==> src/fbp_pkg.sv <==
// package: constants and carriers for the flash block protection logic
package fbp_pkg;
   localparam int unsigned ADDR_W       = 20;  // 32-bit word address width
   localparam int unsigned BLK_W        = 7;   // block index width
   localparam int unsigned NUM_BLK      = 74;  // blocks in the array
   localparam logic [19:0] LOCK1_ADDR   = 20'h000AA;
   localparam logic [7:0]  LOCK1_DATA   = 8'h49;
   localparam logic [19:0] LOCK2_ADDR   = 20'h00003;
   localparam logic [31:0] LOCK2_DATA   = 32'h00000000;
   // otp covered ranges
   localparam logic [19:0] OTP_BOT_LO   = 20'h01000;
   localparam logic [19:0] OTP_BOT_HI   = 20'h01FFF;
   localparam logic [19:0] OTP_T32_LO   = 20'hFE000;
   localparam logic [19:0] OTP_T32_HI   = 20'hFEFFF;
   localparam logic [19:0] OTP_T16_LO   = 20'h7E000;
   localparam logic [19:0] OTP_T16_HI   = 20'h7EFFF;
   // status values
   localparam logic [7:0]  SR_READY     = 8'h80;
   localparam logic [7:0]  SR_BUSY      = 8'h00;
   localparam logic [7:0]  SR_ERASE_OTP = 8'hA3;
   localparam logic [7:0]  SR_PROG_OTP  = 8'h93;
   localparam logic [7:0]  SR_BAD_SEQ   = 8'hB1;
   localparam logic [7:0]  SR_PROT_ERR  = 8'h82;  // block protected error
   localparam logic [7:0]  SR_PEN_ERR   = 8'h88;  // program/erase disabled
   localparam logic [7:0]  SR_CLEAR     = 8'h00;
   // lock operation time
   localparam int unsigned CLK_MHZ      = 100;
   localparam int unsigned LOCK_TIME_US = 35;
   localparam int unsigned LOCK_CYC     = LOCK_TIME_US * CLK_MHZ;
   localparam logic [11:0] LOCK_CYC_W   = 12'(LOCK_CYC);

   // request kinds from the command decoder
   typedef enum logic [2:0] {
      FBP_CMD_PROG  = 3'h0,
      FBP_CMD_ERASE = 3'h1,
      FBP_CMD_SETP  = 3'h2,
      FBP_CMD_CLRP  = 3'h3,
      FBP_CMD_CLRSR = 3'h4,
      FBP_CMD_SUSP  = 3'h5,
      FBP_CMD_WRITE = 3'h6
   } fbp_cmd_t;

   // one bus write cycle handed over by the command decoder
   typedef struct packed {
      fbp_cmd_t          cmd;
      logic [BLK_W-1:0]  blk;
      logic [19:0]       addr;
      logic [31:0]       data;
   } fbp_req_t;

   // result towards the array controller
   typedef struct packed {
      logic              go;
      logic              erase;
      logic [BLK_W-1:0]  blk;
   } fbp_grant_t;
endpackage

==> src/fbp_protect.sv <==
// flash block protection gate with one-time lock of parameter blocks
`timescale 1ns/1ps
module fbp_protect
   import fbp_pkg::*;
(
   input  wire logic             i_sys_clk,
   input  wire logic             i_rstn,
   input  wire logic             i_reset_powerdown_n, // pin, active low
   input  wire logic             i_program_erase_enable, // pin
   input  wire logic             i_wp_n,              // write-protect pin
   input  wire logic             i_is_top,            // boot orientation
   input  wire logic             i_is_32m,            // density strap
   input  wire logic             i_otp_nv,            // stored otp bit
   input  wire logic             i_req_valid,         // one-cycle pulse
   input  wire fbp_req_t         i_req,
   output logic                  o_otp_nv_write,      // program nv bit
   output logic                  o_otp_locked,
   output logic                  o_busy,
   output fbp_grant_t            o_grant,
   output logic [7:0]            o_op_status_reg
);
   typedef enum logic [1:0] {
      FBP_IDLE  = 2'b00,   // waiting for commands
      FBP_ARMED = 2'b01,   // first lock cycle seen
      FBP_LOCK  = 2'b10    // nv write in progress
   } fbp_state_t;

   // pin synchronisers, first stage read only by second
   logic [1:0] rp_sync_reg, pen_sync_reg, wp_sync_reg;
   logic [1:0] top_sync_reg, m32_sync_reg; // straps are pins as well
   logic       rp_ok, pen_ok, wp_low;
   logic [NUM_BLK-1:0] prot_reg;          // volatile per-block pattern
   logic       otp_reg;                   // mirror of nv bit
   logic       otp_seen_reg;              // nv bit caught after release
   fbp_state_t state_reg;
   logic [11:0] cnt_reg;                  // lock timer
   logic       otp_hit, blk_prot, is_mod;

   always_ff @(posedge i_sys_clk or negedge i_rstn) begin
      if (!i_rstn) begin
         rp_sync_reg  <= 2'b00;
         pen_sync_reg <= 2'b00;
         wp_sync_reg  <= 2'b00;
         top_sync_reg <= 2'b00;
         m32_sync_reg <= 2'b00;
      end else begin
         rp_sync_reg  <= {rp_sync_reg[0], i_reset_powerdown_n};
         pen_sync_reg <= {pen_sync_reg[0], i_program_erase_enable};
         wp_sync_reg  <= {wp_sync_reg[0], i_wp_n};
         // strap decode settles while the reset pin sync still blocks work
         top_sync_reg <= {top_sync_reg[0], i_is_top};
         m32_sync_reg <= {m32_sync_reg[0], i_is_32m};
      end
   end
   assign rp_ok  = rp_sync_reg[1];
   assign pen_ok = pen_sync_reg[1];
   assign wp_low = !wp_sync_reg[1];

   // otp address decode by density and orientation
   always_comb begin
      if (!top_sync_reg[1])
         otp_hit = i_req.addr >= OTP_BOT_LO && i_req.addr <= OTP_BOT_HI;
      else if (m32_sync_reg[1])
         otp_hit = i_req.addr >= OTP_T32_LO && i_req.addr <= OTP_T32_HI;
      else
         otp_hit = i_req.addr >= OTP_T16_LO && i_req.addr <= OTP_T16_HI;
   end

   // pattern applies only while write-protect is low
   assign blk_prot = wp_low && prot_reg[i_req.blk];
   assign is_mod   = i_req_valid && (i_req.cmd == FBP_CMD_PROG ||
                                     i_req.cmd == FBP_CMD_ERASE);

   // protection pattern: all set at power-up and while reset pin low
   always_ff @(posedge i_sys_clk or negedge i_rstn) begin
      if (!i_rstn) begin
         prot_reg <= '1;
      end else if (!rp_ok) begin
         prot_reg <= '1;
      end else if (i_req_valid && state_reg == FBP_IDLE) begin
         if (i_req.cmd == FBP_CMD_SETP)
            prot_reg[i_req.blk] <= 1'b1;
         else if (i_req.cmd == FBP_CMD_CLRP)
            prot_reg[i_req.blk] <= 1'b0;
      end
   end

   // otp mirror: sticky, only ever set
   always_ff @(posedge i_sys_clk or negedge i_rstn) begin
      if (!i_rstn) begin
         otp_reg      <= 1'b0;
         otp_seen_reg <= 1'b0;
      end else begin
         otp_seen_reg <= 1'b1;
         // nv bit is sampled once after reset release
         if (!otp_seen_reg && i_otp_nv)
            otp_reg <= 1'b1;
         else if (state_reg == FBP_LOCK && cnt_reg == 12'h001)
            otp_reg <= 1'b1;
      end
   end

   // lock sequencer, status and grant
   always_ff @(posedge i_sys_clk or negedge i_rstn) begin
      if (!i_rstn) begin
         state_reg       <= FBP_IDLE;
         cnt_reg         <= 12'h000;
         o_op_status_reg <= SR_CLEAR;
         o_grant         <= '0;
         o_otp_nv_write  <= 1'b0;
         o_busy          <= 1'b0;
      end else begin
         o_grant        <= '0;
         o_otp_nv_write <= 1'b0;
         if (!rp_ok) begin
            // reset pin low: nothing runs, status cleared
            state_reg       <= FBP_IDLE;
            cnt_reg         <= 12'h000;
            o_op_status_reg <= SR_CLEAR;
            o_busy          <= 1'b0;
         end else begin
            unique case (state_reg)
               FBP_IDLE: begin
                  if (i_req_valid && i_req.cmd == FBP_CMD_CLRSR) begin
                     o_op_status_reg <= SR_READY;
                  end else if (i_req_valid && i_req.cmd == FBP_CMD_WRITE &&
                               i_req.addr == LOCK1_ADDR &&
                               i_req.data[7:0] == LOCK1_DATA) begin
                     state_reg <= FBP_ARMED;
                  end else if (is_mod) begin
                     if (!pen_ok)
                        o_op_status_reg <= SR_PEN_ERR;
                     else if (otp_reg && otp_hit)
                        o_op_status_reg <= (i_req.cmd == FBP_CMD_ERASE) ?
                                           SR_ERASE_OTP : SR_PROG_OTP;
                     else if (blk_prot)
                        o_op_status_reg <= SR_PROT_ERR;
                     else begin
                        o_grant.go    <= 1'b1;
                        o_grant.erase <= (i_req.cmd == FBP_CMD_ERASE);
                        o_grant.blk   <= i_req.blk;
                     end
                  end
               end
               FBP_ARMED: begin
                  if (i_req_valid) begin
                     if (i_req.addr == LOCK2_ADDR &&
                         i_req.data == LOCK2_DATA) begin
                        // write-protect high is the host's duty
                        state_reg       <= FBP_LOCK;
                        cnt_reg         <= LOCK_CYC_W;
                        o_op_status_reg <= SR_BUSY;
                        o_busy          <= 1'b1;
                        o_otp_nv_write  <= 1'b1;
                     end else begin
                        state_reg       <= FBP_IDLE;
                        o_op_status_reg <= SR_BAD_SEQ;
                     end
                  end
               end
               FBP_LOCK: begin
                  // suspends and new commands are dropped here
                  if (cnt_reg == 12'h001) begin
                     state_reg       <= FBP_IDLE;
                     o_op_status_reg <= SR_READY;
                     o_busy          <= 1'b0;
                  end
                  cnt_reg <= cnt_reg - 12'h001;
               end
               default: state_reg <= FBP_IDLE;
            endcase
         end
      end
   end

   always_ff @(posedge i_sys_clk or negedge i_rstn) begin
      if (!i_rstn)
         o_otp_locked <= 1'b0;
      else
         o_otp_locked <= otp_reg;
   end

   otp_sticky_a: assert property (@(posedge i_sys_clk) disable iff (!i_rstn)
      $past(otp_reg) |-> otp_reg) else $error("otp cleared");
   no_grant_rp_a: assert property (@(posedge i_sys_clk) disable iff (!i_rstn)
      !rp_sync_reg[1] |=> !o_grant.go) else $error("grant in reset");
   pen_err_a: assert property (@(posedge i_sys_clk) disable iff (!i_rstn)
      state_reg == FBP_IDLE && rp_ok && is_mod && !pen_ok
      |=> o_op_status_reg == SR_PEN_ERR && !o_grant.go)
      else $error("pen error missing");
   otp_err_a: assert property (@(posedge i_sys_clk) disable iff (!i_rstn)
      state_reg == FBP_IDLE && rp_ok && is_mod && pen_ok && otp_reg && otp_hit
      |=> !o_grant.go && (o_op_status_reg == SR_ERASE_OTP ||
          o_op_status_reg == SR_PROG_OTP)) else $error("otp write");
   prot_err_a: assert property (@(posedge i_sys_clk) disable iff (!i_rstn)
      state_reg == FBP_IDLE && rp_ok && is_mod && pen_ok && !otp_hit &&
      blk_prot |=> o_op_status_reg == SR_PROT_ERR && !o_grant.go)
      else $error("protected block granted");
   bad_seq_a: assert property (@(posedge i_sys_clk) disable iff (!i_rstn)
      state_reg == FBP_ARMED && rp_ok && i_req_valid &&
      i_req.addr != LOCK2_ADDR |=> o_op_status_reg == SR_BAD_SEQ &&
      otp_reg == $past(otp_reg))
      else $error("bad sequence not flagged");
   lock_busy_a: assert property (@(posedge i_sys_clk) disable iff (!i_rstn)
      state_reg == FBP_LOCK |-> !o_grant.go) else $error("grant in lock");
   rp_clear_a: assert property (@(posedge i_sys_clk) disable iff (!i_rstn)
      !rp_ok |=> o_op_status_reg == SR_CLEAR && &prot_reg)
      else $error("reset pin no clear");
endmodule

==> config.mk <==
export PLATFORM = sky130hd
export DESIGN_NAME = fbp_protect
export DESIGN_NICKNAME = d
export VERILOG_FILES = /design/src/fbp_pkg.sv /design/src/fbp_protect.sv
export SDC_FILE = /design/constraint.sdc
export NUM_CORES = 1
export LEC_CHECK = 0
export BUFFER_PORTS_ARGS = -buffer_cell sky130_fd_sc_hd__clkbuf_2
export CORE_MARGIN = 1.5
export CORE_UTILIZATION = 55
export CTS_BUF_LIST = sky130_fd_sc_hd__clkbuf_16
export DETAILED_ROUTE_END_ITERATION = 8
export PLACE_DENSITY = 0.77
export SLEW_MARGIN = 25
export SYNTH_ARGS = -nofsm -noshare
export SYNTH_HDL_FRONTEND = slang
export SYNTH_SLANG_ARGS = --single-unit
==> constraint.sdc <==
create_clock -name i_sys_clk -period 2.8 [get_ports i_sys_clk]
set_input_delay 0.56 -clock i_sys_clk [delete_from_list [all_inputs] [get_ports i_sys_clk]]
set_output_delay 0.56 -clock i_sys_clk [all_outputs]
set_load 0.02 [all_outputs]
==> results of run 1 <==
## worst max-delay path, stage by stage, from the launching register on
cell	delay (ns)
dfrtp_1	0.41
inv_1	0.09
ha_1	0.15
nor4b_2	0.30
a41oi_1	0.30
o41ai_4	0.47
nand2_1	0.15
o211ai_4	0.36
mux2_4	0.33
## through the flow
stage                     hold slack [ns]  cell area, um2  TNS (ns)  total power [mW]  cells
after floorplan                     0.264            6230         0              2.06    587
final                              0.0671            7430         0              4.21    835
after global placement              0.336            6890    -0.158              2.23    804
after detailed placement            0.335            6890    -0.684              2.25    804
after global routing               0.0812            7430         0              4.35    835
after CTS                          0.0601            7420         0              4.23    835
## logic make-up after synthesis
group,after synthesis
AOI/OAI and AO/OA,214
xor gates and xnor gates,1
adders and majority gates,6
buffers and inverters,52
DFF,118
muxes,30
other,2
and+or+nand+nor,163
## path summary, 6_finish.rpt
kind / depth (start not counted) / slack [ns] / to
setup / recovery: 8 / 0.11 / o_op_status_reg[0]
hold / removal: 1 / 0.07 / otp_seen_reg
setup reg to reg: 8 / 0.11 / o_op_status_reg[0]
hold reg to reg: 0 / 0.34 / rp_sync_reg[1]
max in group asynchronous: 2 / 1.93 / prot_reg[46]
min in group i_sys_clk: 1 / 0.25 / m32_sync_reg[0]
## layout make-up
class / instances / area [um2]
fill: 830 / 3500
sequential: 118 / 3050
multi-input combinational: 417 / 2940
timing repair buffer: 116 / 691
clock buffer: 17 / 425
tap: 140 / 175
clock inverter: 14 / 105
inverter: 13 / 48.8
## power breakdown
group | internal (mW) | switching, mW
registers | 1.75 | 0.0271
clock network | 1.26 | 0.715
logic | 0.179 | 0.279
total | 3.19 | 1.02
## cell usage in the layout (no fill, tap or decap), types with 7 or more instances in the layout
cell type	synthesis	final
nor3_1	13	13
dfrtp_1	44	43
nor2b_1	8	8
o211ai_1	74	74
mux2_2	7	7
nor4_1	11	11
dfstp_2	74	74
o21ai_0	82	82
clkbuf_16	0	17
nand3_1	17	17
inv_1	13	18
nand2b_1	12	12
nand2_1	33	33
buf_4	2	26
nor2_1	19	19
nor3b_1	8	8
mux4_2	7	7
nand4_1	9	9
a21oi_1	18	18
clkinv_1	0	7
clkbuf_2	0	87
## metal layers
metal | global-route usage, % | vias to the layer above | share of wire [%]
met5 | 0 | - | 0
met4 | 10.9 | 0 | 2.3
met3 | 8.36 | 44 | 7.0
met2 | 47.7 | 244 | 49
met1 | 39.2 | 2641 | 42
li1 | - | 2442 | -
==> flow_metrics.tcl, run 1 <==
set metrics [dict create \
    synth_mux_area_share_pct 7.96 \
    setup_violations 0 \
    gp_congestion 0.944 \
    first_pass_iters 6 \
    slew-limit-headroom_pct 57.7 \
    die_area_um2 12000 \
    clk_latency_ns 0.42 \
    core_region_area_um2 10900 \
    max-vdd-ir-drop_mv 0.460 \
    vias 5371 \
    rsz0062_at_grt "no" \
    wl_mm 16.8 \
    grt_start_max_net_pins 57 \
    antennaDiodeCount 0 \
    fp.dieW_um 109 \
    rr_startpoint "cnt_reg[1]" \
    yosys-top-cells-area "dfstp_2, dfrtp_1, o211ai_1" \
    ys_warn_count 0 \
    hpwl_mm 11.6 \
    synth_xor_area_share_pct 0.141 \
    dp_slack_ns -0.113 \
    ys_seq_area_share_pct 48.9 \
    power.density_nw_per_um2 566 \
    cp.required_ns 3.09 \
    status "completed" \
    leakagePower_nw 2.94 \
    synth_top_family_by_area "compound AO/OA/AOI/OAI gates" \
    async_flop_share_pct 100 \
    yosysTopAreaCell "dfstp_2" \
    clock_sinks 118 \
    synth_common_cells "o21ai_0, dfstp_2, o211ai_1" \
    yosys.cell_count.top_type "o21ai_0" \
    hp-class "input port to async pin" \
    path_class "flip-flop to flip-flop" \
    critPathArrivalTime_ns 2.99 \
    ios 91 \
    synth_top_cell_area_share_pct 31.2 \
    die_y_um 109 \
    grt_pass1_wl_mm 27.0 \
    ys_ff_latch 118 \
    fin_crit_sh_pct 96.2 \
    post-route-drc-count 0 \
    grt_usage_pct 30.0 \
    avgRoutedWirePerCell_um 20.1 \
    grt_pass1_vias 5223 \
    synth_compound_area_share_pct 22.7 \
    tightest_slew_ns 0.633 \
    io_buffers 88 \
    fp-row-count 38 \
    synth_edf_count 0 \
    largest_reg_flops 74 \
    cts_resized 0 \
    cp-end-kind "flip-flop" \
    cp-start-kind "flip-flop" \
    nets 760 \
    htreeDepth 4 \
    setup_ws_ns 0.108 \
    clock_tree.buffer_depth 2 \
    gr-total-overflow 0 \
    cp_max_fo 6 \
    post_cts.repair.setup_buffers 0 \
    drt_iter0_markers 395 \
    fin_util_pct 68.0 \
    syn2layout_area_growth_pct 19.5 \
    clk_pin_slew_ns 0.05 \
    drive_gt1_share_pct 35.1 \
    clockRootBuffer "clkbuf_16" \
    postRouteAntennaNets 0 \
    antenna_found_initial 0 \
    synth-simple-area-share_pct 14.9 \
    maxCapViolations 0 \
    drv_slew 0 \
    synth_area_um2 6220 \
    synth-adder-area-share_pct 1.21 \
    skew_ns 0.00990 \
    finalCriticalPeriod_ns 2.69 \
    cts_made_buffers 17 \
    synth_ff_type "dfstp_2" \
    start_util_pct 56.9 \
    hold_violations 0 \
    critPathLaunch "cnt_reg[1]" \
    synth_area_per_cell_um2 10.6 \
    yosysUniqueCellTypes 63 \
    cts_tree "built" \
    ctsHoldBuffers 0 \
    vias_per_cell 6.43 \
    synthCells 586 \
    fmax_ghz 0.371 \
]
Power figures use the tool's default switching activity.
==> inputs of run 2 (changes only) <==
--- a/config.mk
+++ b/config.mk
@@ -5,7 +5,7 @@
 export SDC_FILE = /design/constraint.sdc
 export NUM_CORES = 1
 export LEC_CHECK = 0
-export BUFFER_PORTS_ARGS = -buffer_cell sky130_fd_sc_hd__clkbuf_2
+export BUFFER_PORTS_ARGS = -buffer_cell sky130_fd_sc_hd__buf_2
 export CORE_MARGIN = 1.5
 export CORE_UTILIZATION = 55
 export CTS_BUF_LIST = sky130_fd_sc_hd__clkbuf_16
==> flow_metrics.tcl, run 2 (same netlist as run 1, synthesis figures left out) <==
set metrics [dict create \
    clk_latency_ns 0.42 \
    rsz0062_at_grt "no" \
    swShare_pct 24.3 \
    power.density_nw_per_um2 601 \
    die_y_um 109 \
    io_buffers 88 \
    cts_resized 0 \
    antenna_found_initial 0 \
    fin_util_pct 68.7 \
    post-route-drc-count 0 \
    p_comb_share_pct 10.1 \
    crit_path_top_delay_cell "o41ai_2" \
    slew-limit-headroom_pct 59.2 \
    cpPeakStageDelay_ns 0.54 \
    skew_ns 0.00660 \
    drv_slew 0 \
    setup_tns_ns 0 \
    clk_pin_slew_ns 0.06 \
    grt_start_max_net_pins 61 \
    vias 5458 \
    first_pass_iters 6 \
    ctsHoldBuffers 0 \
    ios 91 \
    drive_gt1_share_pct 36.3 \
    cp-end-kind "flip-flop" \
    cts_made_buffers 17 \
    clock_sinks 118 \
    avgRoutedWirePerCell_um 20.8 \
    cp.required_ns 3.10 \
    path_class "flip-flop to flip-flop" \
    hp-class "input port to async pin" \
    seqPwrFrac_pct 39.3 \
    leakagePower_nw 2.97 \
    die_area_um2 12000 \
    reg2reg_slack_ns 0.15 \
    critPathBufInv 1 \
    max-vdd-ir-drop_mv 0.717 \
    start_util_pct 56.9 \
    finalCriticalPeriod_ns 2.65 \
    grt_usage_pct 30.5 \
    vias_per_cell 6.56 \
    clock_tree.buffer_depth 2 \
    fp.dieW_um 109 \
    fp-row-count 38 \
    grt_pass1_wl_mm 27.5 \
    syn2layout_area_growth_pct 20.8 \
    final_common_cell "buf_2" \
    setup_ws_ns 0.154 \
    hpwl_mm 11.4 \
    cp_max_fo 6 \
    p_clk_share_pct 50.6 \
    setup_violations 0 \
    final_area_um2 7510 \
    crit_chain "inv_1 > ha_1 > nor4b_2 > a41oi_1 > o41ai_2 > nand2_1 > o211ai_4 > mux2_4" \
    fmax_ghz 0.378 \
    dp_slack_ns 0.00808 \
    critPathArrivalTime_ns 2.95 \
    largest_reg_flops 74 \
    fin_crit_sh_pct 94.5 \
    layout_common_cells "buf_2, o21ai_0, o211ai_1, dfstp_2, dfrtp_1" \
    drt_iter0_markers 574 \
    r2r-end "o_op_status_reg[5]" \
    postRouteAntennaNets 0 \
    hold_violations 0 \
    htreeDepth 4 \
    maxCapViolations 0 \
    holdWs_ns 0.0220 \
    crit_family "compound AO/OA/AOI/OAI gates" \
    antennaDiodeCount 0 \
    core_region_area_um2 10900 \
    gr-total-overflow 0 \
    grt_pass1_vias 5383 \
    p_int_mw 3.42 \
    status "completed" \
    wl_mm 17.3 \
    rr_startpoint "cnt_reg[1]" \
    post_cts.repair.setup_buffers 0 \
    worst_r2r_path_depth 8 \
    cts_tree "built" \
    clockRootBuffer "clkbuf_16" \
    p_sw_mw 1.10 \
    tightest_slew_ns 0.612 \
    nets 756 \
    gp_congestion 0.896 \
    dpl_cell_area_um2 6890 \
    cp-start-kind "flip-flop" \
]
run 2: through the flow:
stage | power, mW | std cells
floorplan | 2.06 | 587
global route | 4.64 | 832
global placement | 2.23 | 800
detailed placement | 2.25 | 800
CTS | 4.52 | 832
finish | 4.52 | 832
run 2: metal layers:
layer  global-route usage [%]  up-vias  wire [um]  part of all wire (%)
met5                        0        -          0                     0
met1                     37.9     2708       6840                    39
met3                     6.76       64       1320                   7.6
li1                         -     2431          -                     -
met4                     15.5        0        681                   3.9
met2                     50.0      255       8490                    49
run 2: cell type report:
cell class / count / area (um2)
clock buffer: 19 / 475
timing repair buffer: 112 / 686
fill: 819 / 3420
inverter: 13 / 48.8
sequential: 118 / 3050
clock inverter: 13 / 151
multi-input combinational: 417 / 2930
tap: 140 / 175
run 2: how the worst max path moves through the flow:
| stage | depth (start not counted) | startpoint | end |
|---|---|---|---|
| after floorplan | 9 | i_req[52] | o_op_status_reg[0] |
| after global placement | 8 | i_req[52] | o_op_status_reg[4] |
| after detailed placement | 7 | i_req[52] | o_op_status_reg[5] |
| after CTS | 8 | cnt_reg[1] | o_op_status_reg[5] |
| after global routing | 8 | cnt_reg[1] | o_op_status_reg[5] |
| final | 8 | cnt_reg[1] | o_op_status_reg[5] |
run 2: power groups by stage:
stage | Clock [mW] | Combinational (mW) | Sequential (mW)
final | 2.29 | 0.455 | 1.77
after global routing | 2.37 | 0.493 | 1.78
after CTS | 2.29 | 0.452 | 1.77
after detailed placement | 0 | 0.449 | 1.80
after global placement | 0 | 0.432 | 1.80
after floorplan | 0 | 0.249 | 1.81
